==> src/clk_gate_pkg.sv <==
// Constants for the sleep-mode clock gating block.
// Assumes a 32-bit register port addressed by byte offset within the control block.
package clk_gate_pkg;

   // ----------------------------------------------------------------
   // Register map (byte offsets from the control block base)
   // ----------------------------------------------------------------
   localparam logic [31:0] SYS_CTRL_BASE = 32'h400f_e000;
   localparam int ADDR_W = 12;
   localparam logic [11:0] RUN_CFG_OFS = 12'h060;
   localparam logic [11:0] RUN_GATE_OFS = 12'h104;
   localparam logic [11:0] SLEEP_GATE_OFS = 12'h114;
   localparam logic [11:0] DEEP_GATE_OFS = 12'h124;
   localparam logic [11:0] IRQ_STAT_OFS = 12'h200;
   localparam logic [11:0] IRQ_MASK_OFS = 12'h204;

   // ----------------------------------------------------------------
   // Field layout
   // ----------------------------------------------------------------
   localparam int UNITS = 8;
   localparam int COMPARATOR_ZERO_GATE_BIT = 24;
   localparam int GPC2_BIT = 18;
   localparam int GPC1_BIT = 17;
   localparam int GPC0_BIT = 16;
   localparam int TWOWIRE0_BIT = 12;
   localparam int SYNC0_BIT = 4;
   localparam int ASYNC1_BIT = 1;
   localparam int ASYNC0_BIT = 0;
   localparam logic [31:0] GATE_MASK = 32'h0107_1013;
   localparam int AUTO_GATE_BIT = 0;
   localparam logic [31:0] RUN_CFG_MASK = 32'h0000_0001;

   localparam int IRQ_W = 3;
   localparam int IRQ_FAULT_BIT = 0;
   localparam int IRQ_SLEEP_BIT = 1;
   localparam int IRQ_WAKE_BIT = 2;

   // ----------------------------------------------------------------
   // Reset values
   // ----------------------------------------------------------------
   localparam logic [31:0] GATE_RST = 32'h0000_0000;
   localparam logic [31:0] RUN_CFG_RST = 32'h0000_0000;

   typedef enum logic [2:0]
   {
      MODE_RUN = 3'b001,
      MODE_SLEEP = 3'b010,
      MODE_DEEP = 3'b100
   } pwr_mode_e;

endpackage

==> src/gate_if.sv <==
// Interface joining the gating top with its selector and fault checker.
// Assumes all signals live on the single core clock.
`timescale 1ns/100ps
interface gate_if;
   import clk_gate_pkg::*;
   logic [UNITS-1:0] run_en;
   logic [UNITS-1:0] sleep_en;
   logic [UNITS-1:0] deep_en;
   logic auto_gate;
   pwr_mode_e mode;
   logic [UNITS-1:0] eff_en;
   logic [UNITS-1:0] acc;
   logic [UNITS-1:0] fault;
   logic [UNITS-1:0] ack;
   modport ctrl (output run_en, sleep_en, deep_en, auto_gate, mode, acc,
                 input eff_en, fault, ack);
   modport sel (input run_en, sleep_en, deep_en, auto_gate, mode, output eff_en);
   modport chk (input eff_en, acc, output fault, ack);
endinterface

==> src/gate_select.sv <==
// Picks the live per-unit clock enable from the three gate registers.
// Assumes the mode and register values come from the same clock.
`timescale 1ns/100ps
module gate_select
   import clk_gate_pkg::*;
(
   gate_if.sel gi
);
   wire use_sleep;
   wire use_deep;

   // Sleep registers only govern once automatic gating is selected
   assign use_sleep = gi.auto_gate && (gi.mode == MODE_SLEEP);
   assign use_deep = gi.auto_gate && (gi.mode == MODE_DEEP);
   assign gi.eff_en = use_sleep ? gi.sleep_en :
                      use_deep ? gi.deep_en : gi.run_en;
endmodule

==> src/gate_fault_check.sv <==
// Sorts each peripheral access into a normal completion or a bus fault.
// Assumes at most one access strobe per unit per cycle, same clock domain.
`timescale 1ns/100ps
module gate_fault_check
   import clk_gate_pkg::*;
(
   gate_if.chk gi
);
   // Unclocked units never complete an access normally
   assign gi.fault = gi.acc & ~gi.eff_en;
   assign gi.ack = gi.acc & gi.eff_en;
endmodule

==> src/sleep_clock_gating.sv <==
// Overview of operation
// - A set gate bit clocks its unit; a clear bit leaves it unclocked and disabled.
// - Any access to an unclocked unit ends in a bus fault, never normally.
// - Reset clears all three gate registers, so every unit starts unclocked.
// - Separate run, sleep and deep-sleep gate registers; sleep one used only asleep.
// - Sleep gating applies only when the automatic gating bit is set.
// - Bit 24 enables the analog comparator zero clock while asleep.
// - Bits 18, 17, 16 enable general-purpose counters two, one, zero while asleep.
// - Bit 12 enables the two-wire controller zero clock while asleep.
// - Bit 4 enables the synchronous serial unit zero clock while asleep.
// - Bits 1 and 0 enable asynchronous serial units one and zero while asleep.
// - Unassigned bits are read-only zero; software preserves them on updates.
// - The sleep gate register decodes at offset 0x114 of the control block.
//
// Top of the peripheral clock gating block: gate registers, power mode tracking,
// bus fault steering and an interrupt on faults, sleep entry from run and wake back to run.
// Enables are levels for each unit's own clock gate; no clock is gated in here.
// Assumes a single-cycle register port and sleep requests from the core clock domain.
`timescale 1ns/100ps
module sleep_clock_gating
   import clk_gate_pkg::*;
(
   input wire logic core_clk_i,
   input wire logic sys_rst_i,
   input wire logic [ADDR_W-1:0] addr_i,
   input wire logic [31:0] wdata_i,
   input wire logic wr_i,
   input wire logic rd_i,
   output logic [31:0] rdata_o,
   input wire logic sleep_req_i,
   input wire logic deep_sleep_req_i,
   input wire logic [UNITS-1:0] periph_acc_i,
   output logic [UNITS-1:0] unit_clk_en_o,
   output logic [UNITS-1:0] periph_ack_o,
   output logic [UNITS-1:0] periph_fault_o,
   output logic [2:0] pwr_mode_o,
   output logic irq_o
);

   // ----------------------------------------------------------------
   // Unit bit positions
   // ----------------------------------------------------------------
   // Compact unit index 0..7 maps onto the sparse register layout
   function automatic int unit_pos(input int idx);
      int pos;
      pos = ASYNC0_BIT;
      case (idx)
         0: pos = ASYNC0_BIT;
         1: pos = ASYNC1_BIT;
         2: pos = SYNC0_BIT;
         3: pos = TWOWIRE0_BIT;
         4: pos = GPC0_BIT;
         5: pos = GPC1_BIT;
         6: pos = GPC2_BIT;
         7: pos = COMPARATOR_ZERO_GATE_BIT;
         default: pos = ASYNC0_BIT;
      endcase
      return pos;
   endfunction

   // Address match, used for every register of the block
   function automatic logic hit(input logic [ADDR_W-1:0] a, input logic [ADDR_W-1:0] ofs);
      return a == ofs;
   endfunction

   // ----------------------------------------------------------------
   // Declarations
   // ----------------------------------------------------------------
   logic [31:0] run_clock_config_reg;
   logic [31:0] run_clock_gate_reg;
   logic [31:0] sleep_clock_gate_reg;
   logic [31:0] deep_sleep_clock_gate_reg;
   logic [IRQ_W-1:0] irq_stat_reg;
   logic [IRQ_W-1:0] irq_stat_next;
   logic [IRQ_W-1:0] irq_mask_reg;
   pwr_mode_e mode_reg;
   pwr_mode_e mode_next;
   logic [31:0] rdata_next;

   wire sel_cfg;
   wire sel_run;
   wire sel_sleep;
   wire sel_deep;
   wire sel_stat;
   wire sel_mask;
   wire wr_cfg;
   wire wr_run;
   wire wr_sleep;
   wire wr_deep;
   wire wr_stat;
   wire wr_mask;
   wire auto_gate_select;
   wire [UNITS-1:0] run_vec;
   wire [UNITS-1:0] sleep_vec;
   wire [UNITS-1:0] deep_vec;
   wire enter_sleep;
   wire leave_sleep;
   wire any_fault;
   wire [IRQ_W-1:0] irq_events;
   wire [IRQ_W-1:0] irq_clear;
   wire irq_next;
   wire [31:0] gate_wdata;
   wire [31:0] cfg_wdata;
   wire [31:0] stat_word;
   wire [31:0] mask_word;

   gate_if gi ();

   // ----------------------------------------------------------------
   // Register decode
   // ----------------------------------------------------------------
   assign sel_cfg = hit(addr_i, RUN_CFG_OFS);
   assign sel_run = hit(addr_i, RUN_GATE_OFS);
   assign sel_sleep = hit(addr_i, SLEEP_GATE_OFS);
   assign sel_deep = hit(addr_i, DEEP_GATE_OFS);
   assign sel_stat = hit(addr_i, IRQ_STAT_OFS);
   assign sel_mask = hit(addr_i, IRQ_MASK_OFS);

   assign wr_cfg = wr_i && sel_cfg;
   assign wr_run = wr_i && sel_run;
   assign wr_sleep = wr_i && sel_sleep;
   assign wr_deep = wr_i && sel_deep;
   assign wr_stat = wr_i && sel_stat;
   assign wr_mask = wr_i && sel_mask;

   // ----------------------------------------------------------------
   // Write data and readback words
   // ----------------------------------------------------------------
   // Unassigned bits are dropped once here so all three gate registers agree
   assign gate_wdata = wdata_i & GATE_MASK;
   assign cfg_wdata = wdata_i & RUN_CFG_MASK;
   // Narrow interrupt registers are zero-filled on purpose to the bus width
   assign stat_word = {{(32 - IRQ_W){1'b0}}, irq_stat_reg};
   assign mask_word = {{(32 - IRQ_W){1'b0}}, irq_mask_reg};

   // ----------------------------------------------------------------
   // Read path
   // ----------------------------------------------------------------
   // Unmapped offsets and unassigned bits both read as zero
   // Read data stands for one cycle only; idle cycles return zero
   assign rdata_next = !rd_i ? 32'h0000_0000 :
                       sel_cfg ? run_clock_config_reg :
                       sel_run ? run_clock_gate_reg :
                       sel_sleep ? sleep_clock_gate_reg :
                       sel_deep ? deep_sleep_clock_gate_reg :
                       sel_stat ? stat_word :
                       sel_mask ? mask_word :
                       32'h0000_0000;

   always_ff @(posedge core_clk_i)
   begin
      if (sys_rst_i)
         rdata_o <= 32'h0000_0000;
      else
         rdata_o <= rdata_next;
   end

   // ----------------------------------------------------------------
   // Gate and configuration registers
   // ----------------------------------------------------------------
   // Masking on write keeps unassigned bits hard zero, so no storage is spent on them
   always_ff @(posedge core_clk_i)
   begin
      if (sys_rst_i)
         run_clock_config_reg <= RUN_CFG_RST;
      else if (wr_cfg)
         run_clock_config_reg <= cfg_wdata;
   end

   always_ff @(posedge core_clk_i)
   begin
      if (sys_rst_i)
         run_clock_gate_reg <= GATE_RST;
      else if (wr_run)
         run_clock_gate_reg <= gate_wdata;
   end

   always_ff @(posedge core_clk_i)
   begin
      if (sys_rst_i)
         sleep_clock_gate_reg <= GATE_RST;
      else if (wr_sleep)
         sleep_clock_gate_reg <= gate_wdata;
   end

   always_ff @(posedge core_clk_i)
   begin
      if (sys_rst_i)
         deep_sleep_clock_gate_reg <= GATE_RST;
      else if (wr_deep)
         deep_sleep_clock_gate_reg <= gate_wdata;
   end

   // Only the auto gating select is stored in the run configuration word
   assign auto_gate_select = run_clock_config_reg[AUTO_GATE_BIT];

   // ----------------------------------------------------------------
   // Compact per-unit enable vectors
   // ----------------------------------------------------------------
   for (genvar u = 0; u < UNITS; u++)
   begin : g_unit
      assign run_vec[u] = run_clock_gate_reg[unit_pos(u)];
      assign sleep_vec[u] = sleep_clock_gate_reg[unit_pos(u)];
      assign deep_vec[u] = deep_sleep_clock_gate_reg[unit_pos(u)];
   end

   // ----------------------------------------------------------------
   // Power mode tracking
   // ----------------------------------------------------------------
   // Deep sleep takes priority when the core raises both requests
   always_comb
   begin
      mode_next = mode_reg;
      case (mode_reg)
         MODE_RUN:
         begin
            if (deep_sleep_req_i)
               mode_next = MODE_DEEP;
            else if (sleep_req_i)
               mode_next = MODE_SLEEP;
         end
         MODE_SLEEP:
         begin
            if (deep_sleep_req_i)
               mode_next = MODE_DEEP;
            else if (!sleep_req_i)
               mode_next = MODE_RUN;
         end
         MODE_DEEP:
         begin
            if (!deep_sleep_req_i)
               mode_next = sleep_req_i ? MODE_SLEEP : MODE_RUN;
         end
         default: mode_next = MODE_RUN;
      endcase
   end

   always_ff @(posedge core_clk_i)
   begin
      if (sys_rst_i)
         mode_reg <= MODE_RUN;
      else
         mode_reg <= mode_next;
   end

   // Events look at the next mode so the status bit lands with the change
   assign enter_sleep = (mode_reg == MODE_RUN) && (mode_next != MODE_RUN);
   assign leave_sleep = (mode_reg != MODE_RUN) && (mode_next == MODE_RUN);

   // ----------------------------------------------------------------
   // Enable selection and fault steering
   // ----------------------------------------------------------------
   assign gi.run_en = run_vec;
   assign gi.sleep_en = sleep_vec;
   assign gi.deep_en = deep_vec;
   assign gi.auto_gate = auto_gate_select;
   assign gi.mode = mode_reg;
   assign gi.acc = periph_acc_i;

   gate_select u_select
   (
      .gi (gi.sel)
   );

   gate_fault_check u_check
   (
      .gi (gi.chk)
   );

   // Enables change only at a clock edge, so a unit never sees a runt clock
   always_ff @(posedge core_clk_i)
   begin
      if (sys_rst_i)
         unit_clk_en_o <= '0;
      else
         unit_clk_en_o <= gi.eff_en;
   end

   // Answer comes one cycle after the access strobe, either ack or fault
   always_ff @(posedge core_clk_i)
   begin
      if (sys_rst_i)
      begin
         periph_ack_o <= '0;
         periph_fault_o <= '0;
      end
      else
      begin
         periph_ack_o <= gi.ack;
         periph_fault_o <= gi.fault;
      end
   end

   always_ff @(posedge core_clk_i)
   begin
      if (sys_rst_i)
         // Mode output lags mode_reg by one cycle to stay a plain flop output
         pwr_mode_o <= MODE_RUN;
      else
         pwr_mode_o <= mode_reg;
   end

   // ----------------------------------------------------------------
   // Interrupts
   // ----------------------------------------------------------------
   assign any_fault = |gi.fault;
   assign irq_events[IRQ_FAULT_BIT] = any_fault;
   assign irq_events[IRQ_SLEEP_BIT] = enter_sleep;
   assign irq_events[IRQ_WAKE_BIT] = leave_sleep;
   assign irq_clear = wr_stat ? wdata_i[IRQ_W-1:0] : '0;

   // A new event in the clearing cycle survives the clear
   assign irq_stat_next = (irq_stat_reg & ~irq_clear) | irq_events;
   assign irq_next = |(irq_stat_next & irq_mask_reg);

   always_ff @(posedge core_clk_i)
   begin
      if (sys_rst_i)
         irq_stat_reg <= '0;
      else
         irq_stat_reg <= irq_stat_next;
   end

   always_ff @(posedge core_clk_i)
   begin
      if (sys_rst_i)
         irq_mask_reg <= '0;
      else if (wr_mask)
         irq_mask_reg <= wdata_i[IRQ_W-1:0];
   end

   // Mask writes take effect one cycle late on the output; accepted for a flop-driven pin
   always_ff @(posedge core_clk_i)
   begin
      if (sys_rst_i)
         irq_o <= 1'b0;
      else
         irq_o <= irq_next;
   end

endmodule

==> config.mk <==
export PLATFORM = sky130hd
export DESIGN_NAME = sleep_clock_gating
export DESIGN_NICKNAME = d
export VERILOG_FILES = /design/src/clk_gate_pkg.sv /design/src/gate_if.sv /design/src/gate_select.sv /design/src/gate_fault_check.sv /design/src/sleep_clock_gating.sv
export SDC_FILE = /design/constraint.sdc
export NUM_CORES = 1
export LEC_CHECK = 0
export ABC_AREA = 1
export BUFFER_PORTS_ARGS = -buffer_cell sky130_fd_sc_hd__buf_2
export CORE_UTILIZATION = 35
export CTS_CLUSTER_DIAMETER = 100
export CTS_CLUSTER_SIZE = 12
export DETAILED_ROUTE_END_ITERATION = 6
export GPL_ROUTABILITY_DRIVEN = 0
export HOLD_SLACK_MARGIN = 0.12
export PLACE_DENSITY = 0.58
export SLEW_MARGIN = 5
export SYNTH_ARGS = -nofsm -noshare
export SYNTH_HDL_FRONTEND = slang
export SYNTH_SLANG_ARGS = --single-unit
==> constraint.sdc <==
create_clock -name core_clk_i -period 3.2 [get_ports core_clk_i]
set_clock_uncertainty 0.15 [all_clocks]
set_input_delay 0.32 -clock core_clk_i [delete_from_list [all_inputs] [get_ports core_clk_i]]
set_output_delay 0.32 -clock core_clk_i [all_outputs]
set_load 0.02 [all_outputs]
Yosys cells after proc, flatten, opt, wreduce, memory -nomap -nowiden
Cells that the tools add are included.

word-level totals
  output and inout bits = 60
  register bits = 94

cells by class
  bitwise logic cells = 8
  eq/ne operators = 12
  muxes and demuxes = 16
  reduce and logical (&&, ||, !) cells = 16

operator list
  operator                number
  $mux W25                3
  $eq A12 B9 Y1 const B   3
  $eq A12 B10 Y1 const B  2
  $mux W3                 8
  $and A8 B8 Y8           2
  $mux W8                 2
  $eq A12 B7 Y1 const B   1
  $logic_and A1 B1 Y1     10
  $pmux W3 S3             1
  $not A8 Y8              1
  $reduce_or A8 Y1        1
  $reduce_or A7 Y1        1
  $and A3 B3 Y3           2
  $eq A3 B1 Y1 const B    2
  $ne A3 B1 Y1 const B    2
  $reduce_or A3 Y1        2
  $reduce_or A6 Y1        1
  $eq A3 B2 Y1 const B    1
  $eq A3 B3 Y1 const B    1
  $not A3 Y3              1
  $or A3 B3 Y3            1
  $mux W2                 1
  $reduce_or A2 Y1        1
  $mux W1                 1
  $not A1 Y1              1

Logic depth before layout (Yosys ltp)
  depth after elaboration = 10
  depth in mapped cells = 12
  depth with buffers taken out = 12

Modules after synthesis
From an unflattened synthesis, not the netlist that was laid out.

unflattened totals
  cell total of the unflattened synthesis = 483
  area total of the unflattened synthesis = 3,410.8 um^2

by module, submodules not included
  module              seq. area each (um^2)  cells an instance  instances  area an instance (um^2)
  sleep_clock_gating  1,421.4                386                1          2,967.8
  gate_select         0.0                    65                 1          302.8
  gate_fault_check    0.0                    32                 1          140.1

Worst setup path after synthesis
OpenSTA, ideal clock, no wires.

  kind = input to register
  start point = in addr_i[1]
  end point = reg run_clock_gate_reg[18]
  slack = 1,610 ps
  library setup time = 119 ps
  arrival time = 1,320 ps
  path buffers = 1
  data required time = 2,931 ps
  stages = 11
  path through = nor2_1 -> nand2_1 -> nor2_2 -> nand2_1 -> inv_1 -> nand2_4 -> inv_4 -> nand2_2 -> buf_2 -> o21ai_0 -> a21oi_1

on the way
  longest elaborated chain between the ends = 2

RTL lines
  item                  RTL line                   RTL
  from (decl)           sleep_clock_gating.sv:25   input wire logic [ADDR_W-1:0] addr_i,
  $eq A12 B9 Y1         sleep_clock_gating.sv:63   return a == ofs;
  $logic_and A1 B1 Y1   sleep_clock_gating.sv:120  assign wr_run = wr_i && sel_run;
  to (signal assigned)  sleep_clock_gating.sv:175  run_clock_gate_reg <= gate_wdata;
  to (decl)             sleep_clock_gating.sv:70   logic [31:0] run_clock_gate_reg;

No other way between the ends.
A chain may end at the register's enable or synchronous reset.

Worst setup path in the final report
  start point = reg run_clock_config_reg[0]
  end point = reg irq_o

on the way
  longest elaborated chain between the ends = 9
  elaborated cells on any way between the ends = 10
  classes of those cells = mux (2); bitwise (4); reduce/logical (4)

RTL lines
  item                    RTL line                   RTL
  from (decl)             sleep_clock_gating.sv:69   logic [31:0] run_clock_config_reg;
  from (signal assigned)  sleep_clock_gating.sv:167  run_clock_config_reg <= cfg_wdata;
  $logic_and A1 B1 Y1     gate_select.sv:14          assign use_deep = gi.auto_gate && (gi.mode == MODE_DEEP);
  $mux W8                 gate_select.sv:16          use_deep ? gi.deep_en : gi.run_en;
  $mux W8 *               gate_select.sv:15          assign gi.eff_en = use_sleep ? gi.sleep_en :
  $not A8 Y8 *            gate_fault_check.sv:10     assign gi.fault = gi.acc & ~gi.eff_en;
  $and A8 B8 Y8 *         gate_fault_check.sv:10
  $reduce_or A8 Y1 *      sleep_clock_gating.sv:306  assign any_fault = |gi.fault;
  $or A3 B3 Y3 *          sleep_clock_gating.sv:313  assign irq_stat_next = (irq_stat_reg & ~irq_clear) | irq_events;
  $and A3 B3 Y3 *         sleep_clock_gating.sv:314  assign irq_next = |(irq_stat_next & irq_mask_reg);
  $reduce_or A3 Y1 *      sleep_clock_gating.sv:314
  to (signal assigned)    sleep_clock_gating.sv:338  irq_o <= irq_next;
  to (decl)               sleep_clock_gating.sv:37   output logic irq_o

Every way passes the cells marked *; elsewhere a longest branch is shown, timed or not.

==> impl_metrics.ini <==
[outcome]
outcome = finished, final reports clean

[timing]
hold_slack_ns = 0.135
finalSetupTns_ns = 0
rsz0062_at_grt = false
hold_viol = 0
max_freq_ghz = 0.527
final-setup-viol-count = 0
slew_headroom_pct = 61.9
finalMaxSlewViolations = 0
period_share_pct = 59.3
period_needed_ns = 1.90
tightest_slew_ns = 0.572

[clock_network]
cts_sinks = 71
clkLatencyLatePin_ns = 0.35
cts_buffers = 9
cts_max_level = 3
cts_tree = done
cts_setup_buffers = 0
clock-root-buffer = clkbuf_8
cts_buffer_depth = 2
cts_resized = 0
clk_pin_slew_ns = 0.07

[logic_synthesis]
syn_inst = 422
ys_ff_latch = 71
yosysTopAreaCell = dfxtp_1
synth_compound_area_share_pct = 13.1
synthXorXnorAreaFrac_pct = 0
synth_cell_types = 34
muxShareOfSynthArea_pct = 0.315
synth-adder-area-share_pct = 0
synth_top_family_by_area = simple AND/OR/NAND/NOR gates
ys_warn_count = 0
ys_seq_area_share_pct = 44.7
synth.cell_area_um2 = 3180
synthSimpleGateAreaFrac_pct = 27.6
yosys-top-cells-area = dfxtp_1, nand2_1, inv_1
syn_area_per_cell_um2 = 7.54
synth_top_area_share_pct = 44.7

[flow_run]
maxCapViolations = 0

[grt]
track_usage_pct = 16.2
grt_max_degree = 34
grt_pass1_wl_mm = 12.2
grt_pass1_vias = 2540
grt.overflow.total = 0
antenna_found_initial = 0

[place]
placed_area_um2 = 3530
place_inst = 588
dp_hpwl_mm = 5.42
port_buffers = 71

[final_layout]
area_growth_pct = 19.4
n_antenna_cell = 0
layout-drive-gt1-share_pct = 21.6
mostFrequentLayoutCells = dfxtp_1, buf_2, nand2_1, inv_1, nor2_1
regMostFlops = rdata_o
fin_cells = 612
final_area_um2 = 3800
nets = 559
largest_register_ff_count = 9

[power]
power_frac_clock_pct = 36.6
power_frac_seq_pct = 53.8
p_per_area_nw_per_um2 = 445
swShare_pct = 25.1
p_int_w = 0.00127
ir_drop_mv = 0.142
p_switching_w = 0.000424
p_leak_nw = 1.76
combPwrFrac_pct = 9.6

[drt]
wire_per_inst_um = 11.9
antenna_left = 0
drc = 0
via_per_inst = 4.57
drtPass1Iterations = 4
vias = 2799
drt_iter0_markers = 184
drt-total-wl_mm = 7.31

[min_path]
worst_hold_path.num_cells = 3
hold_class = in2reg

[setup_path]
setup.worst_path.start_class = register
critPathKind = reg2reg
cp_num_buf_inv = 1
r2r_cells = 9
slowest_stage = dfxtp_1
r2r_end = irq_o
critPathRequiredTime_ns = 3.29
cp.arrival_ns = 1.99
setup.worst_path.end = irq_o
cp_cell_sequence = nand3_4 -> clkinv_4 -> nand2_1 -> nand3_2 -> nand2_2 -> nor2_2 -> nand3_2 -> nand3_2 -> nand2_1
startpoint = run_clock_config_reg[0]
r2r-start = run_clock_config_reg[0]
max_stage_delay_ns = 0.67
worst-r2r-setup-slack_ns = 1.30
cp_top_family = simple AND/OR/NAND/NOR gates
cp_max_fo = 12
cp_common_cell = nand3_2
worst-path-stages = 9
worst_setup_path_end_kind = register

[floorplanning]
rows = 34
start_util_pct = 36.3
core_um2 = 8760
dieArea_um2 = 9470
dieWidth_um = 97.3
die_height_um = 97.3
io_pins = 118
-- power by group through the flow --
stage	sequential (W)	combinational [W]	clock (W)
after floorplan	0.000936	0.000117	0
after global placement	0.000930	0.000151	0
after detailed placement	0.000930	0.000153	0
after CTS	0.000910	0.000162	0.000635
after global routing	0.000911	0.000181	0.000673
final	0.000910	0.000162	0.000619
-- how the worst min path moves through the flow --
stage | start | to | slack [ns]
detailed placement | irq_mask_reg[2] | irq_mask_reg[2] | 0.31
floorplan | irq_mask_reg[2] | irq_mask_reg[2] | 0.29
global placement | irq_mask_reg[2] | irq_mask_reg[2] | 0.30
global route | wdata_i[2] | irq_mask_reg[2] | 0.14
CTS | wdata_i[1] | irq_mask_reg[1] | 0.13
finish | wdata_i[12] | run_clock_gate_reg[12] | 0.13
-- layer usage --
| metal | GRT usage [%] | up-vias | wire length [um] |
|---|---|---|---|
| li1 | - | 1473 | - |
| met1 | 21.6 | 1217 | 3430 |
| met2 | 25.5 | 101 | 3310 |
| met3 | 2.95 | 8 | 445 |
| met4 | 7.47 | 0 | 114 |
| met5 | 0 | - | 0 |
-- cell families (layout without fill, tap and decap cells) --
family | Yosys count | in the layout
AOI/OAI and AO/OA | 80 | 80
buffers and inverters | 92 | 152
other | 1 | 23
muxes | 1 | 1
and+or+nand+nor | 177 | 177
DFF | 71 | 71
-- tightest hold or removal path, stage by stage --
cell and delay [ns]:
buf_2 0.10, o21ai_0 0.08, a21oi_1 0.10
-- metrics by stage --
stage	total power, W	setup slack, ns	util [%]
6_report	0.00169	1.30	43.3
5_1_grt	0.00177	1.10	43.3
4_1_cts	0.00171	1.28	43.3
3_5_place_dp	0.00108	1.10	40.3
3_3_place_gp	0.00108	1.14	40.3
2_1_floorplan	0.00105	1.61	-
-- what timing repair did --
action / in CTS / in global routing
setup endpoints to repair: 0 / 0
endpoints found under the hold margin: 19 / 0
hold buffers: 10 / 0
-- cell type report --
cell class | instances | area [um^2]
inverter | 55 | 214
timing repair buffer | 83 | 470
clock inverter | 1 | 5.00
clock buffer | 13 | 159
multi-input combinational | 281 | 1390
sequential | 71 | 1420
fill | 919 | 4970
tap | 108 | 135
-- synthesized netlist by cell type --
cell and count:
dfxtp_1 71, nand2_1 57, inv_1 51, nor2_1 46, a21oi_1 38, o21ai_0 36, nand3_1 28, buf_4 24
nand4_1 11, clkbuf_1 7, buf_2 6, nand2_2 6, and2_1 5, nand3_2 5, nor3b_1 5, nor3_1 4
inv_2 2, nand3_4 2, nor2_2 2, nor2_4 2, a211oi_1 1, a32oi_1 1, a41oi_1 1, clkinv_4 1
conb_1 1, inv_4 1, mux2i_1 1, nand2_4 1, nand3b_1 1, nor3_2 1, o21ai_1 1, o221ai_1 1
o32ai_1 1, or2_2 1
(Power assumes the default switching activity.)
